### src/core/esc_pkg.sv
// Package of constants and types for the enclave set-context leaf engine
package esc_pkg;

	// ****************************************
	// Register map (AXI4-Lite byte offsets)
	// ****************************************
	localparam logic [7:0] ESC_OFF_CTRL = 8'h00;
	localparam logic [7:0] ESC_OFF_STAT = 8'h04;
	localparam logic [7:0] ESC_OFF_RCX_LO = 8'h08;
	localparam logic [7:0] ESC_OFF_RCX_HI = 8'h0c;
	localparam logic [7:0] ESC_OFF_RDX_LO = 8'h10;
	localparam logic [7:0] ESC_OFF_RDX_HI = 8'h14;
	localparam logic [7:0] ESC_OFF_RAX_LO = 8'h18;
	localparam logic [7:0] ESC_OFF_RESULT = 8'h1c;
	localparam logic [7:0] ESC_OFF_FEAT = 8'h20;
	localparam logic [7:0] ESC_OFF_MODE = 8'h24;
	localparam logic [7:0] ESC_OFF_EVT = 8'h28;
	localparam logic [7:0] ESC_OFF_MASK = 8'h2c;
	localparam logic [7:0] ESC_OFF_CTX_LO = 8'h30;
	localparam logic [7:0] ESC_OFF_CTX_HI = 8'h34;
	localparam logic [7:0] ESC_OFF_KEY_LO = 8'h38;
	localparam logic [7:0] ESC_OFF_KEY_HI = 8'h3c;

	// ****************************************
	// Field positions and codes
	// ****************************************
	localparam int ESC_FC_LOCK_BIT = 0;
	localparam int ESC_FC_LEWR_BIT = 17;
	localparam int ESC_FC_EN_BIT = 18;
	localparam logic [31:0] ESC_LEAF_SET_CONTEXT = 32'h0000_0002;
	localparam logic [63:0] ESC_PAGE_CONFLICT_CODE = 64'h0000_0000_0000_0007;
	localparam logic [7:0] ESC_CONTROL_PAGE_TYPE = 8'h00;
	localparam int ESC_PAGE_ALIGN_BITS = 12;
	localparam int ESC_CTX_ALIGN_BITS = 3;
	localparam logic [31:0] ESC_FEAT_RESET = 32'h0000_0000;
	localparam logic [31:0] ESC_MODE_RESET = 32'h0000_0000;

	// Fault kinds reported in the result register
	typedef enum logic [2:0] {
		ESC_RES_OK = 3'h0,
		ESC_RES_CONFLICT = 3'h1,
		ESC_RES_GP = 3'h2,
		ESC_RES_PF = 3'h3,
		ESC_RES_UD = 3'h4
	} esc_res_e;

	// Engine states, one-hot
	typedef enum logic [5:0] {
		ESC_ST_IDLE = 6'b000001,
		ESC_ST_LOOKUP = 6'b000010,
		ESC_ST_LOAD = 6'b000100,
		ESC_ST_CHECK = 6'b001000,
		ESC_ST_WRITE = 6'b010000,
		ESC_ST_DONE = 6'b100000
	} esc_state_e;

	// Processor mode inputs
	typedef struct packed {
		logic protected_mode;
		logic smm;
		logic v86;
		logic paging;
		logic long64;
		logic ds_unusable;
	} esc_mode_s;

	// Page-map answer for the target page
	typedef struct packed {
		logic in_cache;
		logic valid;
		logic busy;
		logic [7:0] page_type;
	} esc_pmap_s;

	// Flag results
	typedef struct packed {
		logic zf;
		logic cf;
		logic pf;
		logic af;
		logic of_f;
		logic sf;
	} esc_flags_s;

endpackage

### src/core/esc_engine.sv
// Enclave set-context leaf engine with AXI4-Lite register access
// ****************************************
// Engine top
// ****************************************
// Functional notes
// Leaf selector 02H in EAX selects the set-context operation.
// Operand addresses use the data segment only; overrides ignored.
// Target page address not 4 KByte aligned gives general-protection fault, code zero.
// After alignment, target outside protected page cache gives enclave page fault.
// Context pointer not 8-byte aligned gives general-protection fault, code zero.
// Load 64-bit context after alignment and cache checks, before conflict check.
// Conflict sets ZF, clears CF, loads conflict code, skips the rest.
// Invalid page-map entry gives enclave page fault.
// After validity, wrong page type gives enclave page fault.
// On success write context field, RAX zero, ZF cleared.
// Success and conflict both clear CF, PF, AF, OF, SF.
// 32-bit mode: over segment limit or unusable segment gives fault zero.
// 64-bit mode: non-canonical operand address gives fault zero.
// Paging fault on either operand reports page fault with error code.
// Creating or reloading a control page sets context to its own address.
// Only protected mode, not SMM or V86, and only with paging.
// Extensions enabled only when enable bit 18 and lock bit 0 set.
// Launch-key hash writable only when bit 17 and lock bit set.
// Context field unchanged on any fault or conflict.
module esc_engine
	import esc_pkg::*;
#(
	parameter int ADDR_W = 8
) (
	input wire logic sys_clk,
	input wire logic sys_rst,
	// AXI4-Lite slave
	input wire logic [ADDR_W-1:0] s_axi_awaddr,
	input wire logic s_axi_awvalid,
	output logic s_axi_awready,
	input wire logic [31:0] s_axi_wdata,
	input wire logic [3:0] s_axi_wstrb,
	input wire logic s_axi_wvalid,
	output logic s_axi_wready,
	output logic [1:0] s_axi_bresp,
	output logic s_axi_bvalid,
	input wire logic s_axi_bready,
	input wire logic [ADDR_W-1:0] s_axi_araddr,
	input wire logic s_axi_arvalid,
	output logic s_axi_arready,
	output logic [31:0] s_axi_rdata,
	output logic [1:0] s_axi_rresp,
	output logic s_axi_rvalid,
	input wire logic s_axi_rready,
	// Memory and page-map side
	input wire esc_pmap_s pmap_info,
	input wire logic ds_limit_fault,
	input wire logic paging_fault_rcx,
	input wire logic paging_fault_rdx,
	input wire logic [63:0] mem_rdata,
	input wire logic page_create_pulse,
	input wire logic [63:0] page_create_addr,
	output logic irq
);

	// ****************************************
	// Register state
	// ****************************************
	logic [63:0] rcx_reg, rdx_reg, rax_reg, ctx_reg, ctx_next, key_reg, tmp_reg;
	logic [31:0] eax_reg, feat_reg, mode_reg;
	logic [2:0] res_reg;
	esc_flags_s flags_reg;
	logic [3:0] evt_reg, mask_reg;
	esc_state_e st_reg, st_next;
	logic awr_reg, wr_reg, bv_reg, arr_reg, rv_reg;
	logic [ADDR_W-1:0] awa_reg, ara_reg;
	logic [31:0] wd_reg, rd_reg;
	logic aw_have_reg, w_have_reg, rvpend_reg;

	// Mode word layout: bits follow esc_mode_s ordering
	esc_mode_s mode;
	assign mode = esc_mode_s'(mode_reg[5:0]);

	// ****************************************
	// Bus write capture
	// ****************************************
	wire aw_fire = s_axi_awvalid && awr_reg;
	wire w_fire = s_axi_wvalid && wr_reg;
	wire do_write = aw_have_reg && w_have_reg && !bv_reg;
	wire [ADDR_W-1:0] wa = awa_reg;
	wire feat_locked = feat_reg[ESC_FC_LOCK_BIT];
	wire key_wr_ok = feat_locked && feat_reg[ESC_FC_LEWR_BIT];
	wire enc_enabled = feat_locked && feat_reg[ESC_FC_EN_BIT];
	wire mode_ok = mode.protected_mode && !mode.smm && !mode.v86 && mode.paging;
	wire go = do_write && (wa == ESC_OFF_CTRL) && wd_reg[0] && (st_reg == ESC_ST_IDLE);

	// Address and data latches; either may arrive first
	always_ff @(posedge sys_clk) begin
		if (sys_rst) begin
			awr_reg <= 1'b1;
			wr_reg <= 1'b1;
			aw_have_reg <= 1'b0;
			w_have_reg <= 1'b0;
			awa_reg <= '0;
			wd_reg <= '0;
			bv_reg <= 1'b0;
		end else begin
			if (aw_fire) begin
				awa_reg <= s_axi_awaddr;
				aw_have_reg <= 1'b1;
				awr_reg <= 1'b0;
			end
			if (w_fire) begin
				wd_reg <= s_axi_wdata;
				w_have_reg <= 1'b1;
				wr_reg <= 1'b0;
			end
			if (do_write) begin
				bv_reg <= 1'b1;
				aw_have_reg <= 1'b0;
				w_have_reg <= 1'b0;
			end
			if (bv_reg && s_axi_bready) begin
				bv_reg <= 1'b0;
				awr_reg <= 1'b1;
				wr_reg <= 1'b1;
			end
		end
	end

	// Software registers; feature word freezes once locked
	always_ff @(posedge sys_clk) begin
		if (sys_rst) begin
			rcx_reg <= '0;
			rdx_reg <= '0;
			eax_reg <= '0;
			feat_reg <= ESC_FEAT_RESET;
			mode_reg <= ESC_MODE_RESET;
			mask_reg <= '0;
			key_reg <= '0;
		end else if (do_write) begin
			if (wa == ESC_OFF_RCX_LO) begin
				rcx_reg[31:0] <= wd_reg;
			end else if (wa == ESC_OFF_RCX_HI) begin
				rcx_reg[63:32] <= wd_reg;
			end else if (wa == ESC_OFF_RDX_LO) begin
				rdx_reg[31:0] <= wd_reg;
			end else if (wa == ESC_OFF_RDX_HI) begin
				rdx_reg[63:32] <= wd_reg;
			end else if (wa == ESC_OFF_RAX_LO) begin
				eax_reg <= wd_reg;
			end else if (wa == ESC_OFF_FEAT && !feat_locked) begin
				feat_reg <= wd_reg;
			end else if (wa == ESC_OFF_MODE) begin
				mode_reg <= wd_reg;
			end else if (wa == ESC_OFF_MASK) begin
				mask_reg <= wd_reg[3:0];
			end else if (wa == ESC_OFF_KEY_LO && key_wr_ok) begin
				key_reg[31:0] <= wd_reg;
			end else if (wa == ESC_OFF_KEY_HI && key_wr_ok) begin
				key_reg[63:32] <= wd_reg;
			end
		end
	end

	// ****************************************
	// Operand checks
	// ****************************************
	// Linear address is DS-relative with base zero; override prefixes never reach here
	wire [63:0] lin_rcx = rcx_reg;
	wire [63:0] lin_rdx = rdx_reg;
	wire rcx_canon_bad = (lin_rcx[63:47] != {17{lin_rcx[47]}});
	wire rdx_canon_bad = (lin_rdx[63:47] != {17{lin_rdx[47]}});
	wire canon_bad = mode.long64 && (rcx_canon_bad || rdx_canon_bad);
	wire seg_bad = !mode.long64 && (mode.ds_unusable || ds_limit_fault);
	wire rcx_misaligned = (lin_rcx[ESC_PAGE_ALIGN_BITS-1:0] != '0);
	wire rdx_misaligned = (lin_rdx[ESC_CTX_ALIGN_BITS-1:0] != '0);
	wire leaf_ok = (eax_reg == ESC_LEAF_SET_CONTEXT);

	// ****************************************
	// Sequencer
	// ****************************************
	logic [2:0] fault_next;
	logic fault_hit;

	// Checks run in the documented order; first failure ends the leaf
	always_comb begin
		st_next = st_reg;
		fault_hit = 1'b0;
		fault_next = ESC_RES_OK;
		case (st_reg)
			ESC_ST_IDLE: begin
				if (go) begin
					st_next = ESC_ST_LOOKUP;
				end
			end
			ESC_ST_LOOKUP: begin
				st_next = ESC_ST_LOAD;
				if (!enc_enabled || !mode_ok || !leaf_ok) begin
					fault_hit = 1'b1;
					fault_next = ESC_RES_UD;
				end else if (seg_bad || canon_bad) begin
					fault_hit = 1'b1;
					fault_next = ESC_RES_GP;
				end else if (rcx_misaligned) begin
					fault_hit = 1'b1;
					fault_next = ESC_RES_GP;
				end else if (!pmap_info.in_cache || paging_fault_rcx) begin
					fault_hit = 1'b1;
					fault_next = ESC_RES_PF;
				end else if (rdx_misaligned) begin
					fault_hit = 1'b1;
					fault_next = ESC_RES_GP;
				end
			end
			ESC_ST_LOAD: begin
				st_next = ESC_ST_CHECK;
				if (paging_fault_rdx) begin
					fault_hit = 1'b1;
					fault_next = ESC_RES_PF;
				end
			end
			ESC_ST_CHECK: begin
				st_next = ESC_ST_WRITE;
				if (pmap_info.busy) begin
					fault_hit = 1'b1;
					fault_next = ESC_RES_CONFLICT;
				end else if (!pmap_info.valid) begin
					fault_hit = 1'b1;
					fault_next = ESC_RES_PF;
				end else if (pmap_info.page_type != ESC_CONTROL_PAGE_TYPE) begin
					fault_hit = 1'b1;
					fault_next = ESC_RES_PF;
				end
			end
			ESC_ST_WRITE: begin
				st_next = ESC_ST_DONE;
			end
			ESC_ST_DONE: begin
				st_next = ESC_ST_IDLE;
			end
			default: begin
				st_next = ESC_ST_IDLE;
			end
		endcase
		if (fault_hit) begin
			st_next = ESC_ST_DONE;
		end
	end

	// Context field: create/reload default, else success write only
	always_comb begin
		ctx_next = ctx_reg;
		if (page_create_pulse) begin
			ctx_next = page_create_addr;
		end else if (st_reg == ESC_ST_WRITE) begin
			ctx_next = tmp_reg;
		end
	end

	// State, temp value, result, flags
	always_ff @(posedge sys_clk) begin
		if (sys_rst) begin
			st_reg <= ESC_ST_IDLE;
			tmp_reg <= '0;
			ctx_reg <= '0;
			rax_reg <= '0;
			res_reg <= ESC_RES_OK;
			flags_reg <= '0;
		end else begin
			st_reg <= st_next;
			ctx_reg <= ctx_next;
			if (st_reg == ESC_ST_LOAD) begin
				tmp_reg <= mem_rdata;
			end
			if (fault_hit) begin
				res_reg <= fault_next;
			end
			if (fault_hit && fault_next == ESC_RES_CONFLICT) begin
				rax_reg <= ESC_PAGE_CONFLICT_CODE;
				flags_reg <= '{zf: 1'b1, default: 1'b0};
			end else if (st_reg == ESC_ST_WRITE) begin
				rax_reg <= '0;
				res_reg <= ESC_RES_OK;
				flags_reg <= '0;
			end
		end
	end

	// ****************************************
	// Interrupt events
	// ****************************************
	// Bits: 0 done ok, 1 conflict, 2 general fault, 3 page fault or undefined
	logic [3:0] evt_set;
	wire rd_evt = rvpend_reg && (ara_reg == ESC_OFF_EVT); // Clear only once the word is captured
	assign evt_set[0] = (st_reg == ESC_ST_WRITE);
	assign evt_set[1] = fault_hit && (fault_next == ESC_RES_CONFLICT);
	assign evt_set[2] = fault_hit && (fault_next == ESC_RES_GP);
	assign evt_set[3] = fault_hit && (fault_next == ESC_RES_PF || fault_next == ESC_RES_UD);

	// Read clears; a new event in the same cycle still lands
	always_ff @(posedge sys_clk) begin
		if (sys_rst) begin
			evt_reg <= '0;
			irq <= 1'b0;
		end else begin
			evt_reg <= (rd_evt ? 4'h0 : evt_reg) | evt_set;
			irq <= |(((rd_evt ? 4'h0 : evt_reg) | evt_set) & mask_reg);
		end
	end

	// ****************************************
	// Bus read
	// ****************************************
	wire [31:0] stat_word = {26'h0, flags_reg};
	wire busy = (st_reg != ESC_ST_IDLE);
	logic [31:0] rmux;
	logic rok;

	// Unmapped reads answer SLVERR with zero data
	always_comb begin
		rok = 1'b1;
		rmux = 32'h0;
		if (ara_reg == ESC_OFF_CTRL) begin
			rmux = {31'h0, busy};
		end else if (ara_reg == ESC_OFF_STAT) begin
			rmux = stat_word;
		end else if (ara_reg == ESC_OFF_RCX_LO) begin
			rmux = rcx_reg[31:0];
		end else if (ara_reg == ESC_OFF_RCX_HI) begin
			rmux = rcx_reg[63:32];
		end else if (ara_reg == ESC_OFF_RDX_LO) begin
			rmux = rdx_reg[31:0];
		end else if (ara_reg == ESC_OFF_RDX_HI) begin
			rmux = rdx_reg[63:32];
		end else if (ara_reg == ESC_OFF_RAX_LO) begin
			rmux = rax_reg[31:0];
		end else if (ara_reg == ESC_OFF_RESULT) begin
			rmux = {29'h0, res_reg};
		end else if (ara_reg == ESC_OFF_FEAT) begin
			rmux = feat_reg;
		end else if (ara_reg == ESC_OFF_MODE) begin
			rmux = mode_reg;
		end else if (ara_reg == ESC_OFF_EVT) begin
			rmux = {28'h0, evt_reg};
		end else if (ara_reg == ESC_OFF_MASK) begin
			rmux = {28'h0, mask_reg};
		end else if (ara_reg == ESC_OFF_CTX_LO) begin
			rmux = ctx_reg[31:0];
		end else if (ara_reg == ESC_OFF_CTX_HI) begin
			rmux = ctx_reg[63:32];
		end else if (ara_reg == ESC_OFF_KEY_LO) begin
			rmux = key_reg[31:0];
		end else if (ara_reg == ESC_OFF_KEY_HI) begin
			rmux = key_reg[63:32];
		end else begin
			rok = 1'b0;
		end
	end

	logic [1:0] rresp_reg;

	// Address taken, then one cycle later data is registered
	always_ff @(posedge sys_clk) begin
		if (sys_rst) begin
			arr_reg <= 1'b1;
			ara_reg <= '0;
			rvpend_reg <= 1'b0;
			rv_reg <= 1'b0;
			rd_reg <= '0;
			rresp_reg <= 2'b00;
		end else begin
			if (s_axi_arvalid && arr_reg) begin
				ara_reg <= s_axi_araddr;
				arr_reg <= 1'b0;
				rvpend_reg <= 1'b1;
			end
			if (rvpend_reg) begin
				rd_reg <= rmux;
				rresp_reg <= rok ? 2'b00 : 2'b10;
				rv_reg <= 1'b1;
				rvpend_reg <= 1'b0;
			end
			if (rv_reg && s_axi_rready) begin
				rv_reg <= 1'b0;
				arr_reg <= 1'b1;
			end
		end
	end

	// Write response is OKAY for every address; unmapped writes are dropped
	assign s_axi_awready = awr_reg;
	assign s_axi_wready = wr_reg;
	assign s_axi_bvalid = bv_reg;
	assign s_axi_bresp = 2'b00;
	assign s_axi_arready = arr_reg;
	assign s_axi_rvalid = rv_reg;
	assign s_axi_rdata = rd_reg;
	assign s_axi_rresp = rresp_reg;

endmodule

### config.mk
export PLATFORM = sky130hd
export DESIGN_NAME = esc_engine
export DESIGN_NICKNAME = d
export VERILOG_FILES = /design/src/core/esc_pkg.sv /design/src/core/esc_engine.sv
export SDC_FILE = /design/constraint.sdc
export NUM_CORES = 1
export LEC_CHECK = 0
export BUFFER_PORTS_ARGS = -buffer_cell sky130_fd_sc_hd__buf_2
export CAP_MARGIN = 10
export CORE_MARGIN = 4
export CORE_UTILIZATION = 59
export CTS_CLUSTER_SIZE = 25
export DETAILED_ROUTE_END_ITERATION = 10
export HOLD_SLACK_MARGIN = 0.03
export MAX_ROUTING_LAYER = met4
export PLACE_DENSITY_LB_ADDON = 0.05
export SYNTH_ARGS = -nofsm -noshare
export SYNTH_HDL_FRONTEND = slang
export SYNTH_SLANG_ARGS = --single-unit
### constraint.sdc
create_clock -name sys_clk -period 2.4 [get_ports sys_clk]
set_input_delay 0.36 -clock sys_clk [delete_from_list [all_inputs] [get_ports sys_clk]]
set_output_delay 0.36 -clock sys_clk [all_outputs]
set_load 0.01 [all_outputs]
# ---- After elaboration in Yosys (flattened, before gate mapping)
# Index checks and enable logic that the tools add are counted.
dict set report totals {
  ff_bits 528
  out_inout_bits 42
  elab_cells 213
}
dict set report classes {
  bitwise 11
  n_eq_ne 40
  reduce_logical 63
  muxes 67
}
# cell n
set op_table {}
lappend op_table {{32-bit two-way mux} 16}
lappend op_table {{64-bit two-way mux} 2}
lappend op_table {{8-bit by 6-bit == test with 1-bit output (second input constant)} 13}
lappend op_table {{8-bit by 5-bit == test with 1-bit output (second input constant)} 7}
lappend op_table {{32-bit by 2-bit == test with 1-bit output (second input constant)} 1}
lappend op_table {{8-bit by 4-bit == test with 1-bit output (second input constant)} 4}
lappend op_table {{16-bit != test} 2}
lappend op_table {{6-bit one-hot mux with 5 select lines} 1}
lappend op_table {{1-bit two-way mux} 26}
lappend op_table {{1-bit logical AND} 24}
lappend op_table {{6-bit two-way mux} 4}
lappend op_table {{2-bit two-way mux} 9}
lappend op_table {{3-bit two-way mux} 6}
lappend op_table {{8-bit logical NOT} 2}
lappend op_table {{12-bit nonzero test} 1}
lappend op_table {{11-bit AND reduction} 1}
lappend op_table {{10-bit AND reduction} 1}
lappend op_table {{2-bit OR reduction} 5}
lappend op_table {{1-bit logical NOT} 9}
lappend op_table {{1-bit NOT} 9}
lappend op_table {{3-bit one-hot mux with 3 select lines} 1}
lappend op_table {{9-bit AND reduction} 1}
lappend op_table {{8-bit by 3-bit == test with 1-bit output (second input constant)} 1}
lappend op_table {{8-bit AND reduction} 1}
lappend op_table {{other kinds (26)} 34}

# ---- Longest topological paths before layout
dict set report depth {
  word_depth 18
  ltp_mapped 11
}

# ---- Worst setup path after synthesis
# OpenSTA, ideal clock, no wires.
dict set report synth_timing {
  kind {flip-flop to flip-flop}
  startpoint {register ara_reg[4]}
  endpoint {register rd_reg[29] (netlist: s_axi_rdata[29])}
  period_less_slack_ps 2001
  setup_time_ps 135
  arrival_time_ps 1866
  setup_slack_ps 399
  path_stages_with_launch 11
  path_cell_list {dfxtp_1 -> buf_2 -> and4bb_1 -> buf_6 -> and2_4 -> buf_6 -> nand2_4 -> buf_4 -> o32a_1 -> a31oi_1 -> o221ai_1}
}
dict set report synth_between {
  elab_chain_cells 17
  word_cells_on_any_way 32
}
# element line_no
set synth_rtl {}
lappend synth_rtl {{start: declaration} esc_engine.sv:71} ;# logic [ADDR_W-1:0] awa_reg, ara_reg;
lappend synth_rtl {{start signal: assignment} esc_engine.sv:369} ;# ara_reg <= s_axi_araddr;
lappend synth_rtl {{8-bit by 6-bit == test with 1-bit output} esc_engine.sv:349} ;# end else if (ara_reg == ESC_OFF_KEY_HI) begin
lappend synth_rtl {{32-bit two-way mux} esc_engine.sv:349}
lappend synth_rtl {{32-bit two-way mux} esc_engine.sv:347} ;# end else if (ara_reg == ESC_OFF_KEY_LO) begin
lappend synth_rtl {{32-bit two-way mux} esc_engine.sv:345} ;# end else if (ara_reg == ESC_OFF_CTX_HI) begin
lappend synth_rtl {{32-bit two-way mux} esc_engine.sv:343} ;# end else if (ara_reg == ESC_OFF_CTX_LO) begin
lappend synth_rtl {{32-bit two-way mux} esc_engine.sv:341} ;# end else if (ara_reg == ESC_OFF_MASK) begin
lappend synth_rtl {{32-bit two-way mux} esc_engine.sv:339} ;# end else if (ara_reg == ESC_OFF_EVT) begin
lappend synth_rtl {{32-bit two-way mux} esc_engine.sv:337} ;# end else if (ara_reg == ESC_OFF_MODE) begin
lappend synth_rtl {{32-bit two-way mux} esc_engine.sv:335} ;# end else if (ara_reg == ESC_OFF_FEAT) begin
lappend synth_rtl {{32-bit two-way mux} esc_engine.sv:333} ;# end else if (ara_reg == ESC_OFF_RESULT) begin
lappend synth_rtl {{32-bit two-way mux} esc_engine.sv:331} ;# end else if (ara_reg == ESC_OFF_RAX_LO) begin
lappend synth_rtl {{32-bit two-way mux} esc_engine.sv:329} ;# end else if (ara_reg == ESC_OFF_RDX_HI) begin
lappend synth_rtl {{32-bit two-way mux} esc_engine.sv:327} ;# end else if (ara_reg == ESC_OFF_RDX_LO) begin
lappend synth_rtl {{32-bit two-way mux} esc_engine.sv:325} ;# end else if (ara_reg == ESC_OFF_RCX_HI) begin
lappend synth_rtl {{32-bit two-way mux} esc_engine.sv:323} ;# end else if (ara_reg == ESC_OFF_RCX_LO) begin
lappend synth_rtl {{32-bit two-way mux} esc_engine.sv:321} ;# end else if (ara_reg == ESC_OFF_STAT) begin
lappend synth_rtl {{32-bit two-way mux *} esc_engine.sv:319} ;# if (ara_reg == ESC_OFF_CTRL) begin
lappend synth_rtl {{end signal: assignment} esc_engine.sv:374} ;# rd_reg <= rmux;
lappend synth_rtl {{end: declaration} esc_engine.sv:72} ;# logic [31:0] wd_reg, rd_reg;
# Mark *: on every way between the ends. The rest lies on a longest branch, timed or not.
# A chain may end at the register's enable or synchronous reset.

# ---- Worst setup path in the final report
dict set report layout_timing {
  startpoint {register mode_reg[5]}
  endpoint {register irq}
}
dict set report layout_between {
  elab_chain_cells 14
  word_cells_on_any_way 21
}
# element line_no
set layout_rtl {}
lappend layout_rtl {{start: declaration} esc_engine.sv:65} ;# logic [31:0] eax_reg, feat_reg, mode_reg;
lappend layout_rtl {{start signal: assignment} esc_engine.sv:150} ;# mode_reg <= wd_reg;
lappend layout_rtl {{1-bit logical AND * (3 in a row)} esc_engine.sv:89} ;# wire mode_ok = mode.protected_mode && !mode.smm && !mode.v86 && mode.paging;
lappend layout_rtl {{1-bit logical NOT *} esc_engine.sv:194} ;# if (!enc_enabled || !mode_ok || !leaf_ok) begin
lappend layout_rtl {{1-bit logical OR * (2 in a row)} esc_engine.sv:194}
lappend layout_rtl {{3-bit two-way mux} esc_engine.sv:194}
lappend layout_rtl {{3-bit one-hot mux with 3 select lines} esc_engine.sv:186} ;# case (st_reg)
lappend layout_rtl {{3-bit by 2-bit == test with 1-bit output / 3-bit == test (equally long branches)} esc_engine.sv:294} ;# assign evt_set[3] = fault_hit && (fault_next == ESC_RES_PF || fault_next == ESC_RES_UD);
lappend layout_rtl {{1-bit logical OR} esc_engine.sv:294}
lappend layout_rtl {{1-bit logical AND} esc_engine.sv:294}
lappend layout_rtl {{4-bit OR *} esc_engine.sv:303} ;# irq <= |(((rd_evt ? 4'h0 : evt_reg) | evt_set) & mask_reg);
lappend layout_rtl {{4-bit AND *} esc_engine.sv:303}
lappend layout_rtl {{4-bit OR reduction *} esc_engine.sv:303}
lappend layout_rtl {{end signal: assignment} esc_engine.sv:303}
lappend layout_rtl {{end: declaration} esc_engine.sv:58} ;# output logic irq
# Marks and branches as above.

==> summary.md <==
• 0 — DRC
• 0 — Routed Antenna Nets
• irq$_SDFF_PP0_ — end of the worst register-to-register path
• 70 — cell row count
• 236 — Port Buffer Count
• 0 — fraction of registers with async set or reset after synthesis
• 0.62 ns — worst skew pair latency
• 0.03687 sq mm — standard cell core area
• 202.0 microns — Die W
• dfxtp_1 — top_reg_cell synth
• 0.2096 — relative slew slack
• 0 — number of warnings issued by yosys
• 0.06 ns — clock-pin slew on the worst setup and hold paths
• yes — TritonCTS clock tree
• 20.74 microns — drt wl/cell
• 0.38 ns — delay of the slowest critical-path stage
• nand2_1 — leading cell type in the layout, fill and taps excluded
• 0.6022 — initial standard-cell utilization of the core
• 7.479 sq um — post-synthesis area per instance
• 0.9824 — final cycle utilization of the critical path
• 2969 — count of mapped cells out of synthesis
• 0.04217 ns — worst path setup slack after routing
• register — capturing element type of the critical path
• irq$_SDFF_PP0_ — end point of the critical path
• 0.01075 sq mm — area occupied by multi-input gates
• nor4bb_4 — worst-path cell with the longest stage delay
• 21710 — vias in the first global route
• 72 — count of different cell masters after synthesis
• nor4bb_4, buf_4, nand4_1, buf_4, buf_4, nor4_4, nand3_1, or2_1, a41oi_2, o22ai_1 — CP cell instances
• 2 — # H-tree levels
• 0 — max-cap viol count
• 1.186 ns — Least-Margin Pin Slew
• 1 — antenna violations before repair
• nand2_1 (989), a21oi_1 (601), dfxtp_1 (520) — highest-count cells in the layout ignoring fill and taps
• yes — unrepaired setup endpoints after global routing
• 9.917 nW — total leakage power
• 2.82 ns — worst endpoint data arrival time
• clkbuf_16 — clock root buffer master
• 3811 — Cell Count, Final, Fillers Out
• 49.59 mm — HPWL after DPL
• 0.7465 — core occupancy in the finished layout
• finished clean — status
• 2735 — starting DRC count in detailed routing
• 524 — count of clock tree sinks
• 122.2 mm — first-pass GRT wire length
• 689.2 mW/mm^2 — areal power density over the cells
• register to register — Worst Path Class, Setup
• 0 — Hold Fails Final Rpt
• 52 — number of buffers added by the clock tree synthesis step
• 0.1437 — ratio of cells with drive above 1 in the final layout
• input port to register — worst hold path type
• 202.0 microns — die height
• -0.2000 ns — worst slack at placement
• buf_4 — most frequent CP cell
• 524 — number of synthesized register bits
• register — startpoint kind of the worst setup timing path
• 3540 — cell count after placement
• 0 — EDFF count, synth
• 3 — Clock Path Buffers
• 2.358 ns — final critical delay including setup and external delays
• 0.04 ns — setup slack of the worst register-to-register path
• 424.1 MHz — f_max
• 2.86 ns — data required time at the worst endpoint
• 0 — final number of max-transition violations
• 244 — I/O pin cnt
• 22760 — DR vias
• 238 — largest net degree at the start of global routing
• 0 — total setup violations reported at the end of the flow
• 0.01050 sq mm — FF+latch area
• 0.02220 sq mm — Syn Std Cell Area
• 0.4724 — part of the Yosys area used for sequential elements
• 0 — global route overflow
• 2795 — filler instances
• 2 — highest fanout seen on the critical path
• 23.97% — area growth from synthesis to layout
• 0.02022 ns — Post-Route Skew
• 0.04080 sq mm — die outline area
• 5.973 — Avg Vias per Cell
• 10 — worst-case reg-to-reg path depth
• mode_reg[5]$_SDFFE_PP0P_ — Critical Path Start
• mode_reg[5]$_SDFFE_PP0P_ — startpoint of the lowest-slack register-to-register path
• 0.0005633 V — peak supply drop
• 0.9674 — final weighted congestion of routability-driven global placement
• 79.05 mm — routed wire length
• 3466 — nets
• 0.3843 — gr usage total
• 6 — DR pass1 iterations
## power by group
part / total, mW / leakage, nW / switching (mW) / internal (mW)
clock network: 8.40 / 0.878 / 3.52 / 4.88
logic: 1.47 / 4.80 / 0.819 / 0.652
registers: 9.10 / 4.24 / 0.276 / 8.82
total: 19.0 / 9.92 / 4.61 / 14.4
## how the worst min path moves through the flow
stage	startpoint	endpoint	slack [ns]	depth (start not counted)
3_5_place_dp	s_axi_rdata[4]$_SDFFE_PP0P_	s_axi_rdata[4]$_SDFFE_PP0P_	0.44	1
2_1_floorplan	eax_reg[1]$_SDFFE_PP0P_	eax_reg[1]$_SDFFE_PP0P_	0.43	2
4_1_cts	page_create_addr[43]	ctx_reg[43]$_SDFFE_PP0P_	0.03	3
5_1_grt	s_axi_araddr[1]	ara_reg[1]$_SDFFE_PP0P_	0.07	3
6_report	page_create_addr[43]	ctx_reg[43]$_SDFFE_PP0P_	0.04	3
3_3_place_gp	lin_rdx[46]$_SDFFE_PP0P_	lin_rdx[46]$_SDFFE_PP0P_	0.44	2
## through the flow
stage / hold slack, ns / setup TNS [ns] / power (mW) / cell area (sq um)
finish: 0.04397 / 0 / 18.97 / 27530
floorplan: 0.4271 / 0 / 9.851 / 22210
global placement: 0.4359 / -0.2836 / 10.44 / 23930
CTS: 0.03107 / 0 / 18.92 / 27430
global route: 0.06730 / -0.09960 / 19.46 / 27530
detailed placement: 0.4388 / -0.8102 / 10.46 / 23930
## critical path, delay by kind of cell (launching register included)
kind,cells,cell delay (ns)
AO/OA/AOI/OAI,2,0.27
AND/OR/NAND/NOR,5,1.10
flip-flops,1,0.33
buffers and inverters,3,0.52
## layout make-up
| class | instances | area share |
|---|---|---|
| Antenna cell | 1 | 0.00009091 |
| Clock buffer | 75 | 0.05591 |
| Clock inverter | 21 | 0.007819 |
| Inverter | 8 | 0.001091 |
| Multi-Input combinational cell | 2181 | 0.3905 |
| Sequential cell | 524 | 0.3814 |
| Tap cell | 504 | 0.02291 |
| Timing Repair Buffer | 497 | 0.1403 |
## logic make-up after synthesis
kind of cell           share of synthesized area
multiplexers                             0.02874
buffers and inverters                    0.04953
other                                  0.0001689
AND/OR/NAND/NOR                           0.2362
AO/OA/AOI/OAI                             0.2129
flip-flops                                0.4724
## what timing repair did
item | 4_1_cts | 5_1_grt
setup endpoints to repair | 12 | 20
resized for setup | 2 | 19
hold buffers | 173 | 0
hold endpoints to repair | 186 | 0
setup buffers | 0 | 1
pin swaps | 0 | 5
## cells in the mapped netlist (4+ instances only)
cell | instances | area share
a2bb2oi_1 | 12 | 0.0047
or3_1 | 6 | 0.0017
nor3_1 | 24 | 0.0054
nand3b_1 | 5 | 0.0017
mux2_2 | 22 | 0.011
a221oi_1 | 11 | 0.0043
and3_1 | 5 | 0.0014
mux2i_1 | 39 | 0.018
nand3_1 | 28 | 0.0063
a31oi_1 | 7 | 0.0020
nor2b_1 | 9 | 0.0025
nand4_1 | 9 | 0.0025
buf_4 | 5 | 0.0017
o21ai_0 | 52 | 0.012
buf_2 | 48 | 0.011
a21o_1 | 5 | 0.0017
buf_1 | 11 | 0.0019
nor4_1 | 20 | 0.0056
a21oi_1 | 602 | 0.14
o21a_1 | 36 | 0.012
nor2_1 | 120 | 0.020
dfxtp_1 | 524 | 0.47
a22oi_1 | 5 | 0.0017
a32oi_1 | 4 | 0.0016
a22o_1 | 7 | 0.0028
nand2_1 | 990 | 0.17
o221ai_1 | 37 | 0.015
o21ai_1 | 30 | 0.0068
nand2b_1 | 20 | 0.0056
o22ai_1 | 9 | 0.0025
o22a_1 | 5 | 0.0020
inv_1 | 7 | 0.0012
clkbuf_1 | 191 | 0.032
and2_1 | 10 | 0.0028
## layer usage
layer  wire, microns  GRT usage  part of all wire
met1           31290     0.4968              0.40
met2           36420     0.6034              0.46
met3            8308    0.07348              0.11
met4            3031     0.1448             0.038
met5               0          -                 0
Note: power is estimated with default switching activity, not from simulation.
